<file path="config.mk">
export PLATFORM = sky130hd
export DESIGN_NAME = rx_ring_manager
export DESIGN_NICKNAME = d
export VERILOG_FILES = /design/src/logic/ring_pkg.sv /design/src/logic/rx_ring_manager.sv /design/src/logic/ring_page_step.sv /design/src/logic/ring_mem_port.sv
export VERILOG_INCLUDE_DIRS = /design/src /design/src/logic
export SDC_FILE = /design/constraint.sdc
export NUM_CORES = 1
export LEC_CHECK = 0
export ABC_AREA = 1
export BUFFER_PORTS_ARGS = -buffer_cell sky130_fd_sc_hd__buf_2
export CORE_UTILIZATION = 56
export CTS_CLUSTER_DIAMETER = 60
export CTS_CLUSTER_SIZE = 14
export DETAILED_ROUTE_END_ITERATION = 12
export MAX_ROUTING_LAYER = met4
export PLACE_DENSITY_LB_ADDON = 0.15
export SKIP_CTS_REPAIR_TIMING = 1
export SYNTH_ARGS = -nofsm -noshare
export SYNTH_HDL_FRONTEND = slang
export SYNTH_SLANG_ARGS = --single-unit
</file>
<file path="constraint.sdc">
create_clock -name CORE_CLK -period 2.75 [get_ports CORE_CLK]
set_input_delay 0.4125 -clock CORE_CLK [delete_from_list [all_inputs] [get_ports CORE_CLK]]
set_output_delay 0.4125 -clock CORE_CLK [all_outputs]
set_load 0.02 [all_outputs]
</file>
<file path="src/logic/ring_defines.svh">
/*
 Register offsets, field positions, reset values and fixed sizes of the
 receive ring manager. Assumes inclusion by bare name from logic files.
*/
`ifndef RING_DEFINES_SVH
`define RING_DEFINES_SVH

// ----------------------------------------------------------------
// Register byte offsets
// ----------------------------------------------------------------
`define RA_CTRL      8'h00
`define RA_FIRST     8'h04
`define RA_END       8'h08
`define RA_WPTR      8'h0c
`define RA_RPTR      8'h10
`define RA_STATUS    8'h14
`define RA_REMOTE    8'h18

// ----------------------------------------------------------------
// Fields and reset values
// ----------------------------------------------------------------
`define CTRL_HALT    0
`define CTRL_LOOP    1
`define CTRL_ACCBAD  2
`define CTRL_RST     3'h1
`define ST_OVR       0
`define ST_FULL      1
`define ST_BUSY      2
`define ST_EMPTY     3
`define PAGE_RST     8'h01
`define HDR_BYTES    8'h04
`define PAGE_LAST    8'hff

`endif

</file>
<file path="src/logic/ring_pkg.sv">
/*
 Types shared by the receive ring manager files.
 Assumes nothing of its surroundings.
*/
package ring_pkg;
    // One-hot receive states
    typedef enum logic [3:0] {
        ST_IDLE   = 4'b0001,
        ST_STORE  = 4'b0010,
        ST_HEADER = 4'b0100,
        ST_DROP   = 4'b1000
    } rx_state_t;

    // One byte write into buffer memory
    typedef struct packed {
        logic [15:0] addr;
        logic [7:0]  data;
    } mem_wr_t;

    // End-of-frame verdict from the receive front end
    typedef struct packed {
        logic       good;
        logic [7:0] status;
    } rx_end_t;
endpackage : ring_pkg

</file>
<file path="src/logic/rx_ring_manager.sv">
/*
 Receive buffer ring manager: stores incoming frames into a ring of
 256-byte pages, links pages, wraps, aborts at the read pointer and
 writes the 4-byte frame header. APB register slave included.
 Assumes a receive front end that holds each request until RX_READY,
 and a byte-wide buffer memory port with a ready answer.
*/
// Register access over APB and the address map were chosen for this implementation.
// Behaviour
// - write pointer holds frame's first page; used for header and rejection
// - receive address reaching read pointer aborts the frame, stored frames kept
// - read pointer seeds remote start address; software advances it
// - frame starts at write pointer page, four header bytes skipped
// - full page links to the very next page, never skipping
// - next page equal to ring end redirects to ring first page
// - next page equal to read pointer aborts; else link proceeds
// - accepted frame: header written at first page with status, next, count
// - next frame begins on next free page; write pointer loaded with it
// - receive page reaching ring end resets to ring first page
// - equal pointers: empty if read caught up, full if write did
// - rejected frame resets address to write pointer unless accepted
`timescale 1ns/1ps
`include "ring_defines.svh"
module rx_ring_manager (
    input  wire logic              CORE_CLK,
    input  wire logic              NRST,
    input  wire logic              PSEL,
    input  wire logic              PENABLE,
    input  wire logic              PWRITE,
    input  wire logic [7:0]        PADDR,
    input  wire logic [31:0]       PWDATA,
    output logic      [31:0]       PRDATA,
    output logic                   PREADY,
    output logic                   PSLVERR,
    input  wire logic              RX_SOF,
    input  wire logic              RX_VALID,
    input  wire logic [7:0]        RX_DATA,
    input  wire logic              RX_END,
    input  wire ring_pkg::rx_end_t RX_END_INFO,
    output logic                   RX_READY,
    output logic                   MEM_VALID,
    output ring_pkg::mem_wr_t      MEM_WR,
    input  wire logic              MEM_READY,
    output logic      [15:0]       REMOTE_ADDR
);
    ring_pkg::rx_state_t state_r;
    ring_pkg::mem_wr_t   ld_wr;
    logic [2:0]  ctrl_r;
    logic [7:0]  first_r;
    logic [7:0]  stop_r;
    logic [7:0]  wp_r;
    logic [7:0]  rp_r;
    logic        ovr_r;
    logic        wrote_last_r;
    logic [15:0] cur_r;
    logic [15:0] cnt_r;
    logic [7:0]  next_pg_r;
    logic [7:0]  stat_r;
    logic [1:0]  hidx_r;
    logic [7:0]  step_pg;
    logic        mem_busy;
    logic        wr_en;
    logic        take;
    logic        at_page_end;
    logic        link_abort;
    logic        ring_full;
    logic        run;
    logic        sof_ok;
    logic        end_ok;
    logic        keep;
    logic        ld;
    logic        hdr_done;
    logic        mapped;

    // ----------------------------------------------------------------
    // Decode
    // ----------------------------------------------------------------
    function automatic logic is_mapped(input logic [7:0] a);
        is_mapped = (a == `RA_CTRL) || (a == `RA_FIRST) || (a == `RA_END) ||
                    (a == `RA_WPTR) || (a == `RA_RPTR) || (a == `RA_STATUS) ||
                    (a == `RA_REMOTE);
    endfunction : is_mapped

    // Header byte order: status, next page, count low, count high
    function automatic logic [7:0] hdr_byte(input logic [1:0] i);
        unique case (i)
            2'd0: hdr_byte = stat_r;
            2'd1: hdr_byte = next_pg_r;
            2'd2: hdr_byte = cnt_r[7:0];
            2'd3: hdr_byte = cnt_r[15:8];
        endcase
    endfunction : hdr_byte

    // ----------------------------------------------------------------
    // Combinational control terms
    // ----------------------------------------------------------------
    // Loopback keeps the receive DMA idle, as does the halt bit
    assign run         = !ctrl_r[`CTRL_HALT] && !ctrl_r[`CTRL_LOOP];
    assign ring_full   = (wp_r == rp_r) && wrote_last_r;
    assign mapped      = is_mapped(PADDR);
    assign wr_en       = PSEL && PENABLE && PWRITE && mapped;
    assign PREADY      = 1'b1;
    assign PSLVERR     = PSEL && PENABLE && !mapped;
    assign RX_READY    = (state_r == ring_pkg::ST_IDLE) ||
                         (state_r == ring_pkg::ST_DROP) ||
                         ((state_r == ring_pkg::ST_STORE) && !mem_busy);
    assign take        = (state_r == ring_pkg::ST_STORE) && RX_VALID && !mem_busy;
    assign at_page_end = (cur_r[7:0] == `PAGE_LAST);
    assign link_abort  = take && at_page_end && (step_pg == rp_r);
    assign sof_ok      = (state_r == ring_pkg::ST_IDLE) && RX_SOF && run;
    assign end_ok      = (state_r == ring_pkg::ST_STORE) && RX_END && !mem_busy &&
                         !RX_VALID;
    assign keep        = RX_END_INFO.good || ctrl_r[`CTRL_ACCBAD];
    assign ld          = take || ((state_r == ring_pkg::ST_HEADER) && !mem_busy);
    assign hdr_done    = (state_r == ring_pkg::ST_HEADER) && !mem_busy &&
                         (hidx_r == 2'd3);
    assign MEM_VALID   = mem_busy;

    // Header bytes go to the frame's first page, data to the running address
    always_comb begin
        if (state_r == ring_pkg::ST_HEADER) begin
            ld_wr.addr = {wp_r, 6'h00, hidx_r};
            ld_wr.data = hdr_byte(hidx_r);
        end else begin
            ld_wr.addr = cur_r;
            ld_wr.data = RX_DATA;
        end
    end

    // ----------------------------------------------------------------
    // Submodules
    // ----------------------------------------------------------------
    ring_page_step u_step (
        .page  (cur_r[15:8]),
        .first (first_r),
        .stop  (stop_r),
        .nxt   (step_pg)
    );

    ring_mem_port u_port (
        .clk   (CORE_CLK),
        .nrst  (NRST),
        .load  (ld),
        .wr    (ld_wr),
        .ready (MEM_READY),
        .busy  (mem_busy),
        .out   (MEM_WR)
    );

    // ----------------------------------------------------------------
    // Receive state machine
    // ----------------------------------------------------------------
    // A new frame is refused while the ring is full, same as a link abort
    always_ff @(posedge CORE_CLK) begin
        if (!NRST) begin
            state_r <= ring_pkg::ST_IDLE;
        end else begin
            unique case (state_r)
                ring_pkg::ST_IDLE: begin
                    if (sof_ok) begin
                        state_r <= ring_full ? ring_pkg::ST_DROP
                                             : ring_pkg::ST_STORE;
                    end
                end
                ring_pkg::ST_STORE: begin
                    if (link_abort) begin
                        state_r <= ring_pkg::ST_DROP;
                    end else if (end_ok) begin
                        state_r <= keep ? ring_pkg::ST_HEADER
                                        : ring_pkg::ST_IDLE;
                    end
                end
                ring_pkg::ST_HEADER: begin
                    if (hdr_done) begin
                        state_r <= ring_pkg::ST_IDLE;
                    end
                end
                ring_pkg::ST_DROP: begin
                    if (RX_END) begin
                        state_r <= ring_pkg::ST_IDLE;
                    end
                end
            endcase
        end
    end

    // Running byte address; rejection simply restarts at the write pointer
    always_ff @(posedge CORE_CLK) begin
        if (!NRST) begin
            cur_r <= '0;
        end else if (sof_ok) begin
            cur_r <= {wp_r, `HDR_BYTES};
        end else if (take && at_page_end) begin
            cur_r <= {step_pg, 8'h00};
        end else if (take) begin
            cur_r <= cur_r + 16'h0001;
        end
    end

    // Byte count and status captured for the header
    always_ff @(posedge CORE_CLK) begin
        if (!NRST) begin
            cnt_r  <= '0;
            stat_r <= '0;
        end else if (sof_ok) begin
            cnt_r <= '0;
        end else if (take) begin
            cnt_r <= cnt_r + 16'h0001;
        end else if (end_ok) begin
            stat_r <= RX_END_INFO.status;
        end
    end

    // Next frame page: unused tail of the last page is given up
    always_ff @(posedge CORE_CLK) begin
        if (!NRST) begin
            next_pg_r <= `PAGE_RST;
        end else if (end_ok) begin
            next_pg_r <= (cur_r[7:0] == 8'h00) ? cur_r[15:8] : step_pg;
        end
    end

    // Header byte index
    always_ff @(posedge CORE_CLK) begin
        if (!NRST) begin
            hidx_r <= 2'd0;
        end else if (state_r != ring_pkg::ST_HEADER) begin
            hidx_r <= 2'd0;
        end else if (!mem_busy) begin
            hidx_r <= hidx_r + 2'd1;
        end
    end

    // ----------------------------------------------------------------
    // Registers
    // ----------------------------------------------------------------
    // Static ring bounds and control; zero first page is the host's worry
    always_ff @(posedge CORE_CLK) begin
        if (!NRST) begin
            ctrl_r  <= `CTRL_RST;
            first_r <= `PAGE_RST;
            stop_r  <= `PAGE_RST + 8'h01;
        end else if (wr_en) begin
            if (PADDR == `RA_CTRL) begin
                ctrl_r <= PWDATA[2:0];
            end
            if (PADDR == `RA_FIRST) begin
                first_r <= PWDATA[7:0];
            end
            if (PADDR == `RA_END) begin
                stop_r <= PWDATA[7:0];
            end
        end
    end

    // Write pointer: hardware load after a header wins over software
    always_ff @(posedge CORE_CLK) begin
        if (!NRST) begin
            wp_r <= `PAGE_RST;
        end else if (hdr_done) begin
            wp_r <= next_pg_r;
        end else if (wr_en && (PADDR == `RA_WPTR)) begin
            wp_r <= PWDATA[7:0];
        end
    end

    // Read pointer: software advances it once a frame is removed
    always_ff @(posedge CORE_CLK) begin
        if (!NRST) begin
            rp_r <= `PAGE_RST;
        end else if (wr_en && (PADDR == `RA_RPTR)) begin
            rp_r <= PWDATA[7:0];
        end
    end

    // Which pointer moved last tells full from empty; write move wins
    always_ff @(posedge CORE_CLK) begin
        if (!NRST) begin
            wrote_last_r <= 1'b0;
        end else if (hdr_done) begin
            wrote_last_r <= (next_pg_r == rp_r);
        end else if (wr_en && ((PADDR == `RA_RPTR) || (PADDR == `RA_WPTR))) begin
            wrote_last_r <= 1'b0;
        end
    end

    // Sticky overrun, write one to clear; a new abort beats the clear
    always_ff @(posedge CORE_CLK) begin
        if (!NRST) begin
            ovr_r <= 1'b0;
        end else if (link_abort || (sof_ok && ring_full)) begin
            ovr_r <= 1'b1;
        end else if (wr_en && (PADDR == `RA_STATUS) && PWDATA[`ST_OVR]) begin
            ovr_r <= 1'b0;
        end
    end

    // Remote transfer start follows the read pointer
    always_ff @(posedge CORE_CLK) begin
        if (!NRST) begin
            REMOTE_ADDR <= '0;
        end else begin
            REMOTE_ADDR <= {rp_r, 8'h00};
        end
    end

    // Read data captured in the setup cycle, stable through access
    always_ff @(posedge CORE_CLK) begin
        if (!NRST) begin
            PRDATA <= '0;
        end else if (PSEL && !PENABLE && !PWRITE) begin
            unique case (PADDR)
                `RA_CTRL:   PRDATA <= {29'h0, ctrl_r};
                `RA_FIRST:  PRDATA <= {24'h0, first_r};
                `RA_END:    PRDATA <= {24'h0, stop_r};
                `RA_WPTR:   PRDATA <= {24'h0, wp_r};
                `RA_RPTR:   PRDATA <= {24'h0, rp_r};
                `RA_STATUS: PRDATA <= {28'h0, (wp_r == rp_r) && !wrote_last_r,
                                       state_r != ring_pkg::ST_IDLE, ring_full, ovr_r};
                `RA_REMOTE: PRDATA <= {16'h0, REMOTE_ADDR};
                default:    PRDATA <= '0;
            endcase
        end
    end
endmodule : rx_ring_manager

</file>
<file path="src/logic/ring_page_step.sv">
/*
 Next page of the receive ring, with wrap at the ring end page.
 Assumes first < end, both programmed by software.
*/
`timescale 1ns/1ps
module ring_page_step (
    input  wire logic [7:0] page,
    input  wire logic [7:0] first,
    input  wire logic [7:0] stop,
    output logic      [7:0] nxt
);
    logic [7:0] inc;

    // ----------------------------------------------------------------
    // Forward link
    // ----------------------------------------------------------------
    // The end page is never used; reaching it means the ring start
    always_comb begin
        inc = page + 8'h01;
        nxt = (inc == stop) ? first : inc;
    end
endmodule : ring_page_step

</file>
<file path="src/logic/ring_mem_port.sv">
/*
 One-entry holding register for byte writes into buffer memory.
 Assumes the memory side answers with ready at some later edge.
*/
`timescale 1ns/1ps
module ring_mem_port (
    input  wire logic             clk,
    input  wire logic             nrst,
    input  wire logic             load,
    input  wire ring_pkg::mem_wr_t wr,
    input  wire logic             ready,
    output logic                  busy,
    output ring_pkg::mem_wr_t     out
);
    // ----------------------------------------------------------------
    // Pending flag and held write
    // ----------------------------------------------------------------
    // Load is only issued while idle, so a load never meets a drain
    always_ff @(posedge clk) begin
        if (!nrst) begin
            busy <= 1'b0;
        end else if (load) begin
            busy <= 1'b1;
        end else if (ready) begin
            busy <= 1'b0;
        end
    end

    // Address and data stand until the memory takes them
    always_ff @(posedge clk) begin
        if (!nrst) begin
            out <= '0;
        end else if (load) begin
            out <= wr;
        end
    end
endmodule : ring_mem_port

</file>
==> results.ini <==
[critical_path]
crit_buf_inv = 3
critPathCaptureType = flop
crit_arrival_ns = 2.90
crit_type = reg -> reg
worst_path_most_repeated_cell = nand2_2
critPathLaunchType = flop
cp_max_fo = 7
crit_chain = buf_4, inv_2, nor2_8, nand2_2, nand2_2, nor2_2, nor2_2, nand2_2, nor2_4, nand3_1, nand2_2, nand2_1, nand2_1, nand2_1, nor2_2, nand3_4, nand2_2, o21ai_1, nand2_1, inv_1
rr_worst_depth = 20
required_ns = 3.07
r2r-end = state_r[1]
critPathTopFamily = simple AND/OR/NAND/NOR gates
slowest_stage = dfxtp_1
worstReg2RegStart = cur_r[8]
max_stage_delay_ns = 0.36
worst-r2r-setup-slack_ns = 0.18

[floorplanning]
core-area_sq_um = 12820
die_x_um = 117.4
die_y_um = 117.4
initial_core_util_pct = 58.16
pin_count = 142
row_count = 41
dieArea_sq_um = 13780

[place]
place_ws_ns = 0.2091
place_congestion = 0.9207
post-place-cells = 1315
dp_hpwl_um = 15100
io_buffer_count = 92

[layout]
diodes = 0
area_growth_syn_to_layout_pct = 16.46
fillerInstances = 1184
seq_area_sq_um = 2805
nets = 1238
drive_gt1_share_pct = 17.59
final_cell_count_no_fill = 1349
multiInputGateArea_sq_um = 3946

[route]
wl_per_cell_um = 15.77
drc = 0
dr.first_iter.drc_count = 760
viasPerCell = 5.615
vias = 7574
wl_um = 21280
drt.antenna.violating_nets = 0
dr.pass1.iters = 5

[timing]
skew_ns = 0.005638
min_period_ns = 2.575
setup_ws_ns = 0.1753
slew_violations = 0
worst_pin_slew_ns = 0.7638
hold_slack_ns = 0.2197
relSlewSlack_pct = 49.02
fin_crit_sh_pct = 93.63
max_freq_mhz = 388.4
setup_viol = 0
hold_viol_final = 0
fin_setup_tns_ns = 0

[logic_synthesis]
synth_area_leaders = dfxtp_1 38%, nand2_1 12%, inv_1 6.5%
syn_area_sq_um = 7458
netlist_instances = 1071
ys_seq_area_share_pct = 37.58
yosys.area.top_type = dfxtp_1
ys.flop_type = dfxtp_1
synth.avg_cell_area_sq_um = 6.964
synth_enable_flop_cells = 0
synth_top_area_share_pct = 37.58
yosys_warnings = 0
async_reset_ff_share_pct = 0
ys_ff_latch = 140
synth_cell_type_count = 50

[power]
power_switching_share_pct = 27.40
p_comb_share_pct = 13.3
ir_drop_mv = 0.3347
power.density_nw_per_um2 = 591.7
p_int_mw = 3.731
power.total_mw = 5.140
clock_power_share_pct = 44.3
switching_power_mw = 1.408
power_frac_seq_pct = 42.4
leakage_nw = 3.811

[clock_tree]
numClockSinks = 140
clkTransAtPathRegs_ns = 0.06
cts_htree_levels = 4
numCtsBuffers = 17
cts-root-buf = clkbuf_16
cts_buffer_depth = 2
insertion_delay_ns = 0.43
tritoncts = built

[global_route]
grt_max_degree = 81
antenna_found_initial = 0
grt_first_pass_wirelength_um = 34170
gr-usage-all-layers_pct = 32.20
grt_pass1_vias = 6895
grt_overflow = 0

[hold_path]
hp-class = in -> reg
hold_depth = 3
hp-start = RX_END_INFO[7]
min_to = stat_r[7]

[flow_run]
cap_viol_max_count = 0

[outcome]
outcome = complete, no violations

sequential cells by signal, indices dropped and copies added, names as in the netlist:
| name | cells |
|---|---|
| stop_r | 8 |
| ovr_r | 1 |
| u_port.busy | 1 |
| state_r | 4 |
| wp_r | 8 |
| wrote_last_r | 1 |
| ctrl_r | 3 |
| cnt_r | 16 |
| cur_r | 16 |
| PRDATA | 16 |
| stat_r | 8 |
| rp_r | 8 |
| first_r | 8 |
| hidx_r | 2 |
| next_pg_r | 8 |
| u_port.out | 24 |
| REMOTE_ADDR | 8 |
tightest hold or removal path, stage by stage:
cell and delay (ns):
buf_2 0.08, nor2_1 0.04, nor2_1 0.08
kinds of logic (layout without fill, tap and decap cells):
kind of cell | count (synthesis) | in the layout | synth area share (%)
AOI/OAI and AO/OA | 252 | 252 | 19.56
xor gates and xnor gates | 23 | 23 | 2.701
adders and majority gates | 8 | 8 | 1.342
buffers and inverters | 199 | 281 | 11.64
DFF | 140 | 140 | 37.58
muxes | 1 | 1 | 0.1342
other | 2 | 25 | 0.1007
and+or+nand+nor | 446 | 447 | 26.94
cell type report:
class | count | share of cell area (%)
clock inverter | 12 | 1.383
clock buffer | 20 | 5.373
inverter | 135 | 5.834
multi-input combinational | 756 | 45.43
tap | 172 | 2.478
timing repair buffer | 114 | 7.203
sequential | 140 | 32.30
cells in the final DEF (no fill, tap or decap), types with 5 or more instances in the layout:
cell / count
dfxtp_1: 138
nand3_2: 7
a31oi_1: 32
a211oi_1: 16
clkbuf_16: 17
conb_1: 25
xor2_1: 18
a21oi_1: 77
nor2_4: 5
o21ai_0: 79
o22ai_1: 15
xnor2_1: 5
nor2_1: 71
nand2_1: 241
o221ai_1: 7
nor2_2: 13
nand3_1: 50
nand2_2: 17
buf_2: 92
ha_1: 7
o211ai_1: 7
inv_1: 129
nor3_1: 14
nand4_1: 10
nor4_1: 5
buf_4: 22
clkinv_2: 6
cells in the mapped netlist, types with 2 or more instances:
| master | count |
|---|---|
| nand2_1 | 242 |
| dfxtp_1 | 140 |
| inv_1 | 129 |
| o21ai_0 | 79 |
| a21oi_1 | 77 |
| nor2_1 | 76 |
| nand3_1 | 51 |
| clkbuf_1 | 33 |
| a31oi_1 | 32 |
| buf_4 | 25 |
| xor2_1 | 18 |
| nor3_1 | 17 |
| a211oi_1 | 16 |
| nand2_2 | 16 |
| o22ai_1 | 15 |
| nand4_1 | 10 |
| nor2_2 | 10 |
| ha_1 | 8 |
| nand3_2 | 7 |
| o211ai_1 | 7 |
| o221ai_1 | 7 |
| nor4_1 | 5 |
| xnor2_1 | 5 |
| a221oi_1 | 4 |
| a22oi_1 | 4 |
| inv_2 | 4 |
| nor2_4 | 3 |
| o21ai_1 | 3 |
| buf_2 | 2 |
| buf_6 | 2 |
| clkinv_1 | 2 |
| conb_1 | 2 |
| nor2_8 | 2 |
| nor3_4 | 2 |
worst max-delay path by stage:
stage	from	to	slack [ns]	cells after the start
3_5_place_dp	cur_r[10]	state_r[1]	0.21	19
3_3_place_gp	cur_r[10]	state_r[1]	0.22	19
4_1_cts	cur_r[10]	state_r[1]	0.17	19
2_1_floorplan	cur_r[9]	state_r[1]	0.49	19
5_1_grt	cur_r[8]	state_r[3]	-0.02	19
6_report	cur_r[8]	state_r[1]	0.18	20
layer usage:
| metal | vias to the layer above | GRT usage, % | wire (um) |
|---|---|---|---|
| met2 | 354 | 49.15 | 9625 |
| met5 | - | - | 0 |
| met1 | 3449 | 40.71 | 9252 |
| li1 | 3701 | - | - |
| met4 | 0 | 15.58 | 796 |
| met3 | 70 | 6.372 | 1601 |
per-stage QoR:
step	util, %	instance area [sq um]
2_1_floorplan	-	7545
3_3_place_gp	62.62	8031
3_5_place_dp	62.62	8031
4_1_cts	67.20	8618
5_1_grt	67.73	8686
6_report	67.73	8686
power by group through the flow:
stage | registers [mW] | clock network (mW) | logic [mW]
2_1_floorplan | 2.26 | 0 | 0.434
3_3_place_gp | 2.22 | 0 | 0.659
3_5_place_dp | 2.22 | 0 | 0.662
4_1_cts | 2.18 | 2.28 | 0.667
5_1_grt | 2.19 | 2.39 | 0.754
6_report | 2.18 | 2.28 | 0.684
(Power assumes the default switching activity.)
